[src/cam_pkg.sv]
// Shared types and constants for the operand addressing decoder.
package cam_pkg;

	// Prefix bytes seen by the core ahead of an opcode.
	localparam logic [7:0] PFX_SECOND_INDEX = 8'h90;
	localparam logic [7:0] PFX_IND_SECOND = 8'h91;
	localparam logic [7:0] PFX_INDIRECT = 8'h92;

	// Upper address byte of page zero.
	localparam logic [7:0] PAGE_ZERO_HI = 8'h00;

	// Field positions and sizes.
	localparam int REL_SIGN_BIT = 7;
	localparam logic [2:0] OPCODE_LEN = 3'h1;

	// Reset values.
	localparam logic [15:0] RST_WORD = 16'h0000;
	localparam logic [7:0] RST_BYTE = 8'h00;

	typedef enum logic [4:0] {
		M_INHERENT,
		M_IMMEDIATE,
		M_DIR_SHORT,
		M_DIR_LONG,
		M_IDX_NONE,
		M_IDX_SHORT,
		M_IDX_LONG,
		M_IND_SHORT,
		M_IND_LONG,
		M_INDIDX_SHORT,
		M_INDIDX_LONG,
		M_REL_DIR,
		M_REL_IND,
		M_BIT_DIR,
		M_BIT_IND,
		M_BIT_DIR_REL,
		M_BIT_IND_REL
	} cam_mode_t;

	typedef enum logic [1:0] {
		ST_IDLE,
		ST_FETCH,
		ST_PTR,
		ST_CALC
	} cam_state_t;

	// One decode request from the core; pc is the address just after the opcode.
	typedef struct packed {
		cam_mode_t mode;
		logic has_pre;
		logic [7:0] pre;
		logic rmw;
		logic [15:0] pc;
		logic [7:0] idx_x;
		logic [7:0] idx_y;
	} cam_req_t;

	typedef struct packed {
		logic [15:0] ea;
		logic [15:0] target;
		logic [7:0] imm;
		logic [2:0] length;
		logic [15:0] next_pc;
		logic illegal;
	} cam_res_t;

endpackage

[src/cam_addr_decode.sv]
// Operand addressing mode decoder: fetches operand bytes and forms the effective address.
//
// Summary of operation
// - Short variants give an address whose upper byte is zero, except short indexed and short indirect indexed, which can reach 1FE.
// - Read-modify-write instructions only decode with short variants; long is refused.
// - Inherent instructions are one byte; nothing beyond the opcode is fetched.
// - Immediate instructions are opcode plus one byte holding the operand value.
// - Short direct fetches one address byte used as address 0 to 255.
// - Long direct fetches a two-byte address covering the whole 64 Kbyte space.
// - Indexed address is the unsigned sum of the chosen index register and offset.
// - No-offset indexed fetches nothing and uses the index value as address.
// - Short indexed adds one offset byte to the index, giving up to 1FE.
// - Long indexed adds the index to a two-byte offset over the whole space.
// - Second index register adds one byte to no-offset indexed; first adds none.
// - Relative base is the address of the following instruction.
// - Short indirect fetches a page-zero byte pointer and uses it as address.
// - Long indirect fetches a page-zero word pointer and uses it as address.
// - Relative target is the program counter plus the sign-extended 8-bit offset.
// - Prefix byte 90 turns a first-index instruction into a second-index one.
`timescale 1ns/1ns
module cam_addr_decode (
	input wire logic clk_sys,
	input wire logic rst,
	input wire logic ce,
	input wire logic req_valid,
	input wire cam_pkg::cam_req_t req,
	input wire logic mem_ack,
	input wire logic [7:0] mem_rdata,
	output logic mem_rd,
	output logic [15:0] mem_addr,
	output logic busy,
	output logic done,
	output cam_pkg::cam_res_t res
);

	////////////////////////////////////////////////////////////////////////////
	// Mode properties.

	// Bytes taken from the instruction stream after the opcode.
	// A code outside the enum takes one byte, so the fetch sequence still ends.
	function automatic logic [1:0] op_bytes(input cam_pkg::cam_mode_t m);
		logic [1:0] n;
		n = 2'h1;
		unique case (m)
			cam_pkg::M_INHERENT: n = 2'h0;
			cam_pkg::M_IMMEDIATE: n = 2'h1;
			cam_pkg::M_DIR_SHORT: n = 2'h1;
			cam_pkg::M_DIR_LONG: n = 2'h2;
			cam_pkg::M_IDX_NONE: n = 2'h0;
			cam_pkg::M_IDX_SHORT: n = 2'h1;
			cam_pkg::M_IDX_LONG: n = 2'h2;
			cam_pkg::M_IND_SHORT: n = 2'h1;
			cam_pkg::M_IND_LONG: n = 2'h1;
			cam_pkg::M_INDIDX_SHORT: n = 2'h1;
			cam_pkg::M_INDIDX_LONG: n = 2'h1;
			cam_pkg::M_REL_DIR: n = 2'h1;
			cam_pkg::M_REL_IND: n = 2'h1;
			cam_pkg::M_BIT_DIR: n = 2'h1;
			cam_pkg::M_BIT_IND: n = 2'h1;
			// Address or pointer address first, then the signed jump offset.
			cam_pkg::M_BIT_DIR_REL: n = 2'h2;
			cam_pkg::M_BIT_IND_REL: n = 2'h2;
			default: n = 2'h1;
		endcase
		return n;
	endfunction

	// Pointer bytes read from page zero.
	// A code outside the enum reads no pointer.
	function automatic logic [1:0] ptr_bytes(input cam_pkg::cam_mode_t m);
		logic [1:0] n;
		n = 2'h0;
		unique case (m)
			cam_pkg::M_INHERENT: n = 2'h0;
			cam_pkg::M_IMMEDIATE: n = 2'h0;
			cam_pkg::M_DIR_SHORT: n = 2'h0;
			cam_pkg::M_DIR_LONG: n = 2'h0;
			cam_pkg::M_IDX_NONE: n = 2'h0;
			cam_pkg::M_IDX_SHORT: n = 2'h0;
			cam_pkg::M_IDX_LONG: n = 2'h0;
			cam_pkg::M_IND_SHORT: n = 2'h1;
			cam_pkg::M_IND_LONG: n = 2'h2;
			cam_pkg::M_INDIDX_SHORT: n = 2'h1;
			cam_pkg::M_INDIDX_LONG: n = 2'h2;
			cam_pkg::M_REL_DIR: n = 2'h0;
			cam_pkg::M_REL_IND: n = 2'h1;
			cam_pkg::M_BIT_DIR: n = 2'h0;
			cam_pkg::M_BIT_IND: n = 2'h1;
			cam_pkg::M_BIT_DIR_REL: n = 2'h0;
			cam_pkg::M_BIT_IND_REL: n = 2'h1;
			default: n = 2'h0;
		endcase
		return n;
	endfunction

	// The last instruction byte of these modes is a signed jump offset.
	// That byte goes to the jump offset register, never into the address accumulator.
	function automatic logic has_rel(input cam_pkg::cam_mode_t m);
		logic r;
		r = 1'b0;
		unique case (m)
			cam_pkg::M_REL_DIR: r = 1'b1;
			cam_pkg::M_BIT_DIR_REL: r = 1'b1;
			cam_pkg::M_BIT_IND_REL: r = 1'b1;
			default: r = 1'b0;
		endcase
		return r;
	endfunction

	// Forms that take a 16-bit address, offset or pointer word.
	function automatic logic is_long(input cam_pkg::cam_mode_t m);
		logic r;
		r = 1'b0;
		unique case (m)
			cam_pkg::M_DIR_LONG: r = 1'b1;
			cam_pkg::M_IDX_LONG: r = 1'b1;
			cam_pkg::M_IND_LONG: r = 1'b1;
			cam_pkg::M_INDIDX_LONG: r = 1'b1;
			default: r = 1'b0;
		endcase
		return r;
	endfunction

	// Effective address once all operand and pointer bytes are in.
	function automatic logic [15:0] form_ea(
		input cam_pkg::cam_mode_t m,
		input logic [15:0] acc,
		input logic [7:0] idx
	);
		logic [8:0] sum9;
		logic [15:0] ea;
		sum9 = {1'b0, idx} + {1'b0, acc[7:0]};
		ea = cam_pkg::RST_WORD;
		unique case (m)
			cam_pkg::M_INHERENT, cam_pkg::M_IMMEDIATE, cam_pkg::M_REL_DIR, cam_pkg::M_REL_IND: begin
				ea = cam_pkg::RST_WORD;
			end
			cam_pkg::M_DIR_LONG, cam_pkg::M_IND_LONG: begin
				ea = acc;
			end
			cam_pkg::M_IDX_NONE: begin
				ea = {cam_pkg::PAGE_ZERO_HI, idx};
			end
			// The ninth bit of the short sum is kept: the operand may sit just above page zero.
			cam_pkg::M_IDX_SHORT, cam_pkg::M_INDIDX_SHORT: begin
				ea = {7'h00, sum9};
			end
			cam_pkg::M_IDX_LONG, cam_pkg::M_INDIDX_LONG: begin
				ea = acc + {cam_pkg::PAGE_ZERO_HI, idx};
			end
			default: begin
				ea = {cam_pkg::PAGE_ZERO_HI, acc[7:0]};
			end
		endcase
		return ea;
	endfunction

	////////////////////////////////////////////////////////////////////////////
	// State.

	typedef struct packed {
		cam_pkg::cam_state_t state;
		cam_pkg::cam_req_t rq;
		logic [7:0] idx;
		logic [15:0] acc;
		logic [7:0] rel;
		logic [1:0] cnt;
		logic mem_rd;
		logic [15:0] mem_addr;
		logic busy;
		logic done;
		cam_pkg::cam_res_t res;
	} cam_st_t;

	cam_st_t st_q;
	cam_st_t st_d;

	assign mem_rd = st_q.mem_rd;
	assign mem_addr = st_q.mem_addr;
	assign busy = st_q.busy;
	assign done = st_q.done;
	assign res = st_q.res;

	////////////////////////////////////////////////////////////////////////////
	// Next state.

	localparam int REL_SIGN = cam_pkg::REL_SIGN_BIT;

	always_comb begin
		logic [15:0] acc_n;
		logic [15:0] next_pc;
		logic [1:0] nop;
		logic [1:0] nptr;
		acc_n = st_q.acc;
		next_pc = cam_pkg::RST_WORD;
		nop = op_bytes(st_q.rq.mode);
		nptr = ptr_bytes(st_q.rq.mode);
		st_d = st_q;
		st_d.done = 1'b0;
		unique case (st_q.state)
			cam_pkg::ST_IDLE: begin
				if (req_valid) begin
					st_d.rq = req;
					st_d.acc = cam_pkg::RST_WORD;
					st_d.rel = cam_pkg::RST_BYTE;
					st_d.cnt = 2'h0;
					// Prefix 90 or 91, on any mode, selects the second index register.
					if (req.has_pre && (req.pre == cam_pkg::PFX_SECOND_INDEX ||
						req.pre == cam_pkg::PFX_IND_SECOND)) begin
						st_d.idx = req.idx_y;
					end else begin
						st_d.idx = req.idx_x;
					end
					if (req.rmw && is_long(req.mode)) begin
						// No long form exists for these, so nothing is fetched.
						st_d.res = '0;
						st_d.res.illegal = 1'b1;
						st_d.res.next_pc = req.pc;
						st_d.res.length = cam_pkg::OPCODE_LEN;
						st_d.done = 1'b1;
					end else if (op_bytes(req.mode) == 2'h0) begin
						st_d.state = cam_pkg::ST_CALC;
						st_d.busy = 1'b1;
					end else begin
						st_d.state = cam_pkg::ST_FETCH;
						st_d.busy = 1'b1;
						st_d.mem_rd = 1'b1;
						st_d.mem_addr = req.pc;
					end
				end
			end
			cam_pkg::ST_FETCH: begin
				if (mem_ack) begin
					if (has_rel(st_q.rq.mode) && st_q.cnt == nop - 2'h1) begin
						st_d.rel = mem_rdata;
					end else begin
						acc_n = {st_q.acc[7:0], mem_rdata};
						st_d.acc = acc_n;
					end
					if (st_q.cnt == nop - 2'h1) begin
						st_d.cnt = 2'h0;
						if (nptr != 2'h0) begin
							// Pointers live in page zero; the pointer address is one byte.
							st_d.mem_addr = {cam_pkg::PAGE_ZERO_HI, acc_n[7:0]};
							st_d.acc = cam_pkg::RST_WORD;
							st_d.state = cam_pkg::ST_PTR;
						end else begin
							// No pointer follows, so the read drops with the last operand byte.
							st_d.mem_rd = 1'b0;
							st_d.state = cam_pkg::ST_CALC;
						end
					end else begin
						st_d.cnt = st_q.cnt + 2'h1;
						st_d.mem_addr = st_q.mem_addr + 16'h0001;
					end
				end
			end
			cam_pkg::ST_PTR: begin
				if (mem_ack) begin
					if (st_q.rq.mode == cam_pkg::M_REL_IND) begin
						st_d.rel = mem_rdata;
					end else begin
						st_d.acc = {st_q.acc[7:0], mem_rdata};
					end
					if (st_q.cnt == nptr - 2'h1) begin
						st_d.mem_rd = 1'b0;
						st_d.cnt = 2'h0;
						st_d.state = cam_pkg::ST_CALC;
					end else begin
						st_d.cnt = st_q.cnt + 2'h1;
						// A word pointer at the page end wraps inside page zero.
						st_d.mem_addr = {cam_pkg::PAGE_ZERO_HI, st_q.mem_addr[7:0] + 8'h01};
					end
				end
			end
			cam_pkg::ST_CALC: begin
				next_pc = st_q.rq.pc + {14'h0000, nop};
				st_d.res.illegal = 1'b0;
				st_d.res.next_pc = next_pc;
				// Any prefix byte costs one more byte of instruction length.
				st_d.res.length = cam_pkg::OPCODE_LEN + {1'b0, nop} + {2'b00, st_q.rq.has_pre};
				st_d.res.imm = st_q.acc[7:0];
				st_d.res.target = next_pc + {{8{st_q.rel[REL_SIGN]}}, st_q.rel};
				st_d.res.ea = form_ea(st_q.rq.mode, st_q.acc, st_q.idx);
				st_d.done = 1'b1;
				st_d.busy = 1'b0;
				st_d.state = cam_pkg::ST_IDLE;
			end
		endcase
	end

	////////////////////////////////////////////////////////////////////////////
	// Registers; the clock enable freezes everything.

	always_ff @(posedge clk_sys or posedge rst) begin
		if (rst) begin
			st_q <= '0;
		end else if (ce) begin
			st_q <= st_d;
		end
	end

endmodule

[config.mk]
export PLATFORM = sky130hd
export DESIGN_NAME = cam_addr_decode
export DESIGN_NICKNAME = d
export VERILOG_FILES = /design/src/cam_pkg.sv /design/src/cam_addr_decode.sv
export SDC_FILE = /design/constraint.sdc
export NUM_CORES = 1
export LEC_CHECK = 0
export BUFFER_PORTS_ARGS = -buffer_cell sky130_fd_sc_hd__buf_2
export CORE_AREA = 2 2 118 178
export CTS_BUF_LIST = sky130_fd_sc_hd__clkbuf_2
export CTS_CLUSTER_DIAMETER = 40
export CTS_CLUSTER_SIZE = 12
export DETAILED_ROUTE_END_ITERATION = 12
export DIE_AREA = 0 0 120 180
export PLACE_DENSITY = 0.67
export SLEW_MARGIN = 20
export SYNTH_ARGS = -nofsm -noshare
export SYNTH_HDL_FRONTEND = slang
export SYNTH_SLANG_ARGS = --single-unit
[constraint.sdc]
create_clock -name clk_sys -period 5.07 [get_ports clk_sys]
set_input_delay 0.2535 -clock clk_sys [delete_from_list [all_inputs] [get_ports clk_sys]]
set_output_delay 0.2535 -clock clk_sys [all_outputs]
set_load 0.03 [all_outputs]
==> run_summary.xml <==
<?xml version="1.0" encoding="UTF-8"?>
<metrics>
  <group name="run_status">
    <metric name="run_status" unit="">completed</metric>
  </group>
  <group name="global_routing">
    <metric name="grt_first_pass_wirelength" unit="mm">38.74</metric>
    <metric name="grt_overflow" unit="">0</metric>
    <metric name="global_route.usage.total" unit="">0.2249</metric>
    <metric name="grt_start_max_net_pins" unit="">98</metric>
    <metric name="antenna_found_initial" unit="">1</metric>
    <metric name="first_global_vias" unit="">7423</metric>
  </group>
  <group name="routing">
    <metric name="route.antenna.remaining_nets" unit="">0</metric>
    <metric name="avgViaCountPerCell" unit="">5.598</metric>
    <metric name="avgRoutedWirePerCell" unit="um">17.55</metric>
    <metric name="route.detailed.drc" unit="">0</metric>
    <metric name="via_count" unit="">7485</metric>
    <metric name="detail_route.first_pass.iterations" unit="">5</metric>
    <metric name="drt-total-wl" unit="mm">23.47</metric>
    <metric name="first_iter_violations" unit="">543</metric>
  </group>
  <group name="sta">
    <metric name="hold_violations" unit="">0</metric>
    <metric name="rsz0062_at_grt" unit="">no</metric>
    <metric name="actual_slew_at_the_worst_max_slew_pin" unit="ns">1.155</metric>
    <metric name="setup_total_negative_slack" unit="ns">0</metric>
    <metric name="min_period_over_period" unit="">0.9052</metric>
    <metric name="pins_over_slew_limit" unit="">0</metric>
    <metric name="fmax" unit="MHz">217.9</metric>
    <metric name="finalSetupViolations" unit="">0</metric>
    <metric name="clock-skew-final" unit="ns">0.03406</metric>
    <metric name="timing.slew.headroom" unit="">0.2271</metric>
    <metric name="shortest_period_the_worst_path_allows" unit="ns">4.589</metric>
  </group>
  <group name="critical_path">
    <metric name="critPathKind" unit="">reg -&gt; reg</metric>
    <metric name="critPathSlowestCell" unit="">sky130_fd_sc_hd__dfrtp_2</metric>
    <metric name="rr_worst_depth" unit="">18</metric>
    <metric name="critical_path.top_delay_family" unit="">compound AO/OA/AOI/OAI gates</metric>
    <metric name="slowest_delay" unit="ns">0.46</metric>
    <metric name="worst-path-buf-inv" unit="">3</metric>
    <metric name="timing.critical_path.cells" unit="">inv_1 &gt; ha_1 &gt; and4bb_2 &gt; a211o_1 &gt; inv_1 &gt; ha_1 &gt; inv_1 &gt; fa_1 &gt; nor2_1 &gt; nand3_1 &gt; xnor2_1 &gt; ha_1 &gt; or3_1 &gt; a211oi_1 &gt; o21ai_0 &gt; a311oi_1 &gt; xor2_1 &gt; o31ai_1</metric>
    <metric name="path_max_fanout" unit="">7</metric>
    <metric name="rr_startpoint" unit="">st_q[155]</metric>
    <metric name="r2r_setup_slack" unit="ns">0.48</metric>
    <metric name="start_kind" unit="">flop</metric>
    <metric name="reg2reg_to" unit="">res[39]</metric>
    <metric name="timing.critical_path.to_type" unit="">flop</metric>
    <metric name="cp_data_arrival_time" unit="ns">5.24</metric>
    <metric name="data_required_time_at_the_worst_endpoint" unit="ns">5.72</metric>
  </group>
  <group name="synth">
    <metric name="async_flop_share" unit="">1.000</metric>
    <metric name="synth_cell_type_count" unit="">73</metric>
    <metric name="multiplexer_area_fraction_after_synthesis" unit="">0.07026</metric>
    <metric name="synth_top_family_by_area" unit="">compound AO/OA/AOI/OAI gates</metric>
    <metric name="synth-compound-area-share" unit="">0.1828</metric>
    <metric name="synth_sequential_area_ratio" unit="">0.3858</metric>
    <metric name="synth.area.top_cells" unit="">sky130_fd_sc_hd__dfrtp_1, sky130_fd_sc_hd__buf_4, sky130_fd_sc_hd__ha_1, sky130_fd_sc_hd__nand2_1, sky130_fd_sc_hd__mux2_2</metric>
    <metric name="synthesis.area_per_instance" unit="um2">9.227</metric>
    <metric name="netlist.area_leader.share" unit="">0.3858</metric>
    <metric name="synth_top_area_cell" unit="">sky130_fd_sc_hd__dfrtp_1</metric>
    <metric name="synth_fa_ha_area_frac" unit="">0.06590</metric>
    <metric name="synth_area" unit="um2">8886</metric>
    <metric name="yosysWarningCount" unit="">0</metric>
    <metric name="synth_edf_count" unit="">0</metric>
    <metric name="yosys_register_bits" unit="">137</metric>
    <metric name="ys_dominant_reg_cell" unit="">sky130_fd_sc_hd__dfrtp_1</metric>
    <metric name="synthesis.instances" unit="">963</metric>
    <metric name="yosys.area_share.xor_xnor" unit="">0.04224</metric>
    <metric name="netlist_top_cells_count" unit="">sky130_fd_sc_hd__dfrtp_1, sky130_fd_sc_hd__nand2_1, sky130_fd_sc_hd__buf_4</metric>
    <metric name="yosys.area_share.simple" unit="">0.1501</metric>
    <metric name="synth_most_common_cell" unit="">sky130_fd_sc_hd__dfrtp_1</metric>
    <metric name="mappedNetlistNets" unit="">1068</metric>
  </group>
  <group name="clocking">
    <metric name="clk-insertion-delay-late" unit="ns">0.74</metric>
    <metric name="tritoncts_clock_tree" unit="">yes</metric>
    <metric name="tritoncts.num_buffers" unit="">17</metric>
    <metric name="clockBufferDepth" unit="">2</metric>
    <metric name="post_cts_buffers" unit="">0</metric>
    <metric name="cts_max_level" unit="">4</metric>
    <metric name="clk_root_buffer_cell" unit="">sky130_fd_sc_hd__clkbuf_2</metric>
    <metric name="cts.clk_slew.worst_paths" unit="ns">0.22</metric>
    <metric name="clkSinkCount" unit="">137</metric>
  </group>
  <group name="floorplan">
    <metric name="core_area" unit="um2">20100</metric>
    <metric name="floorplan.io_pins" unit="">139</metric>
    <metric name="row_count" unit="">64</metric>
    <metric name="die_h" unit="um">180</metric>
    <metric name="die_x" unit="um">120</metric>
    <metric name="starting_density_of_the_core" unit="">0.4421</metric>
    <metric name="floorplan.die_area" unit="um2">21600</metric>
  </group>
  <group name="cells_and_area">
    <metric name="drive_above_1_share" unit="">0.2127</metric>
    <metric name="fill_cells" unit="">1874</metric>
    <metric name="synthToLayoutAreaGrowth" unit="%">12.83</metric>
    <metric name="finalCoreUtilization" unit="">0.4988</metric>
    <metric name="fin_nets" unit="">1164</metric>
  </group>
  <group name="power_and_ir_drop">
    <metric name="power.share.sequential" unit="">0.307</metric>
    <metric name="power.share.combinational" unit="">0.572</metric>
    <metric name="power_density" unit="nW/um2">620.5</metric>
    <metric name="clock_power_share" unit="">0.121</metric>
    <metric name="total_switching_power" unit="mW">3.067</metric>
    <metric name="p_int" unit="mW">3.154</metric>
    <metric name="p_sw_frac" unit="">0.4930</metric>
    <metric name="max-vdd-ir-drop" unit="mV">0.2108</metric>
    <metric name="power.static_leakage" unit="nW">4.828</metric>
  </group>
  <group name="place">
    <metric name="globalplace.congestion" unit="">0.8607</metric>
    <metric name="hpwl" unit="mm">16.99</metric>
    <metric name="port_buffers" unit="">137</metric>
  </group>
  <group name="worst_hold_path">
    <metric name="whs_endpoint" unit="">busy</metric>
    <metric name="worst_hold_depth" unit="">5</metric>
    <metric name="hold_path.startpoint" unit="">req[32]</metric>
    <metric name="worst_hold_path_type" unit="">in -&gt; reg</metric>
  </group>
  <group name="run">
    <metric name="cap_viol_max_count" unit="">0</metric>
  </group>
</metrics>
==> worst min-delay path: stages <==
cell and delay [ns]:
sky130_fd_sc_hd__buf_2 0.09, sky130_fd_sc_hd__nand2b_1 0.06, sky130_fd_sc_hd__a2111oi_1 0.04, sky130_fd_sc_hd__buf_4 0.15, sky130_fd_sc_hd__o31ai_1 0.25
==> cells by family after synthesis <==
kind of cell / after synthesis
mux: 57
buf+inv: 163
simple gates: 292
flops: 137
xor+xnor: 42
fa+ha+maj: 45
compound gates: 227
==> area by class of cell <==
type	instances	area, um2	share of cell area
Multi-Input combinational cell	663	4558	0.4546
Antenna cell	1	2.502	0.0002496
Clock buffer	17	85.08	0.008486
Inverter	45	173.9	0.01735
Sequential cell	137	3430	0.3421
Tap cell	264	330.3	0.03295
Timing Repair Buffer	195	1246	0.1243
Clock inverter	15	200.2	0.01997
==> flip-flops by register name, summed over array words and instances (netlist names) <==
name      cells
res          60
st_q         58
mem_addr     16
busy          1
done          1
mem_rd        1
==> layer usage <==
| layer | GRT usage | up-vias | wire [um] | part of all wire |
|---|---|---|---|---|
| li1 | - | 3568 | - | - |
| met2 | 0.3743 | 250 | 11610 | 0.49 |
| met1 | 0.2856 | 3611 | 9732 | 0.41 |
| met5 | 0 | - | 0 | 0 |
| met4 | 0.1045 | 0 | 929 | 0.040 |
| met3 | 0.03363 | 56 | 1203 | 0.051 |
==> through the flow <==
step	area (um2)	total power [mW]	hold WS (ns)	std cells	worst slack, ns
finish	10030	6.222	0.1532	1337	0.4809
global route	10030	6.724	0.1510	1337	0.03151
CTS	10020	6.224	0.09940	1336	0.4249
detailed placement	9233	5.444	0.4522	1254	0.4746
global placement	9233	5.358	0.4479	1254	0.5407
floorplan	8886	4.794	0.3692	963	0.8604
==> power groups by stage <==
stage / logic (mW) / registers, mW / clock network [mW]
4_1_cts: 3.55 / 1.90 / 0.773
2_1_floorplan: 3.01 / 1.78 / 0
6_report: 3.56 / 1.91 / 0.755
3_5_place_dp: 3.51 / 1.93 / 0
3_3_place_gp: 3.45 / 1.91 / 0
5_1_grt: 3.93 / 1.98 / 0.815
==> worst max path at each step <==
| stage | cells past startpoint | endpoint | slack, ns | start |
|---|---|---|---|---|
| floorplan | 18 | res[39] | 0.86 | st_q[155] |
| global placement | 18 | res[39] | 0.54 | st_q[155] |
| detailed placement | 18 | res[39] | 0.47 | st_q[155] |
| CTS | 18 | res[39] | 0.42 | st_q[155] |
| global route | 18 | res[39] | 0.03 | st_q[155] |
| finish | 18 | res[39] | 0.48 | st_q[155] |
==> cells in the final DEF (no fill, tap or decap), drive strengths merged, types with 34 or more instances in the layout <==
cell | netlist | layout
mux2 | 34 | 34
nand2 | 125 | 125
inv | 45 | 46
dlygate4sd3 | 0 | 50
buf | 89 | 145
a21oi | 34 | 34
o21ai | 56 | 56
ha | 42 | 42
nor2 | 54 | 54
dfrtp | 137 | 137
nand3 | 41 | 41
==> what timing repair did <==
action,CTS,global route
hold buffers,50,0
endpoints found under the hold margin,179,0
setup endpoints to repair,0,2
gates resized for setup,0,1
Note: power is estimated with default switching activity, not from simulation.
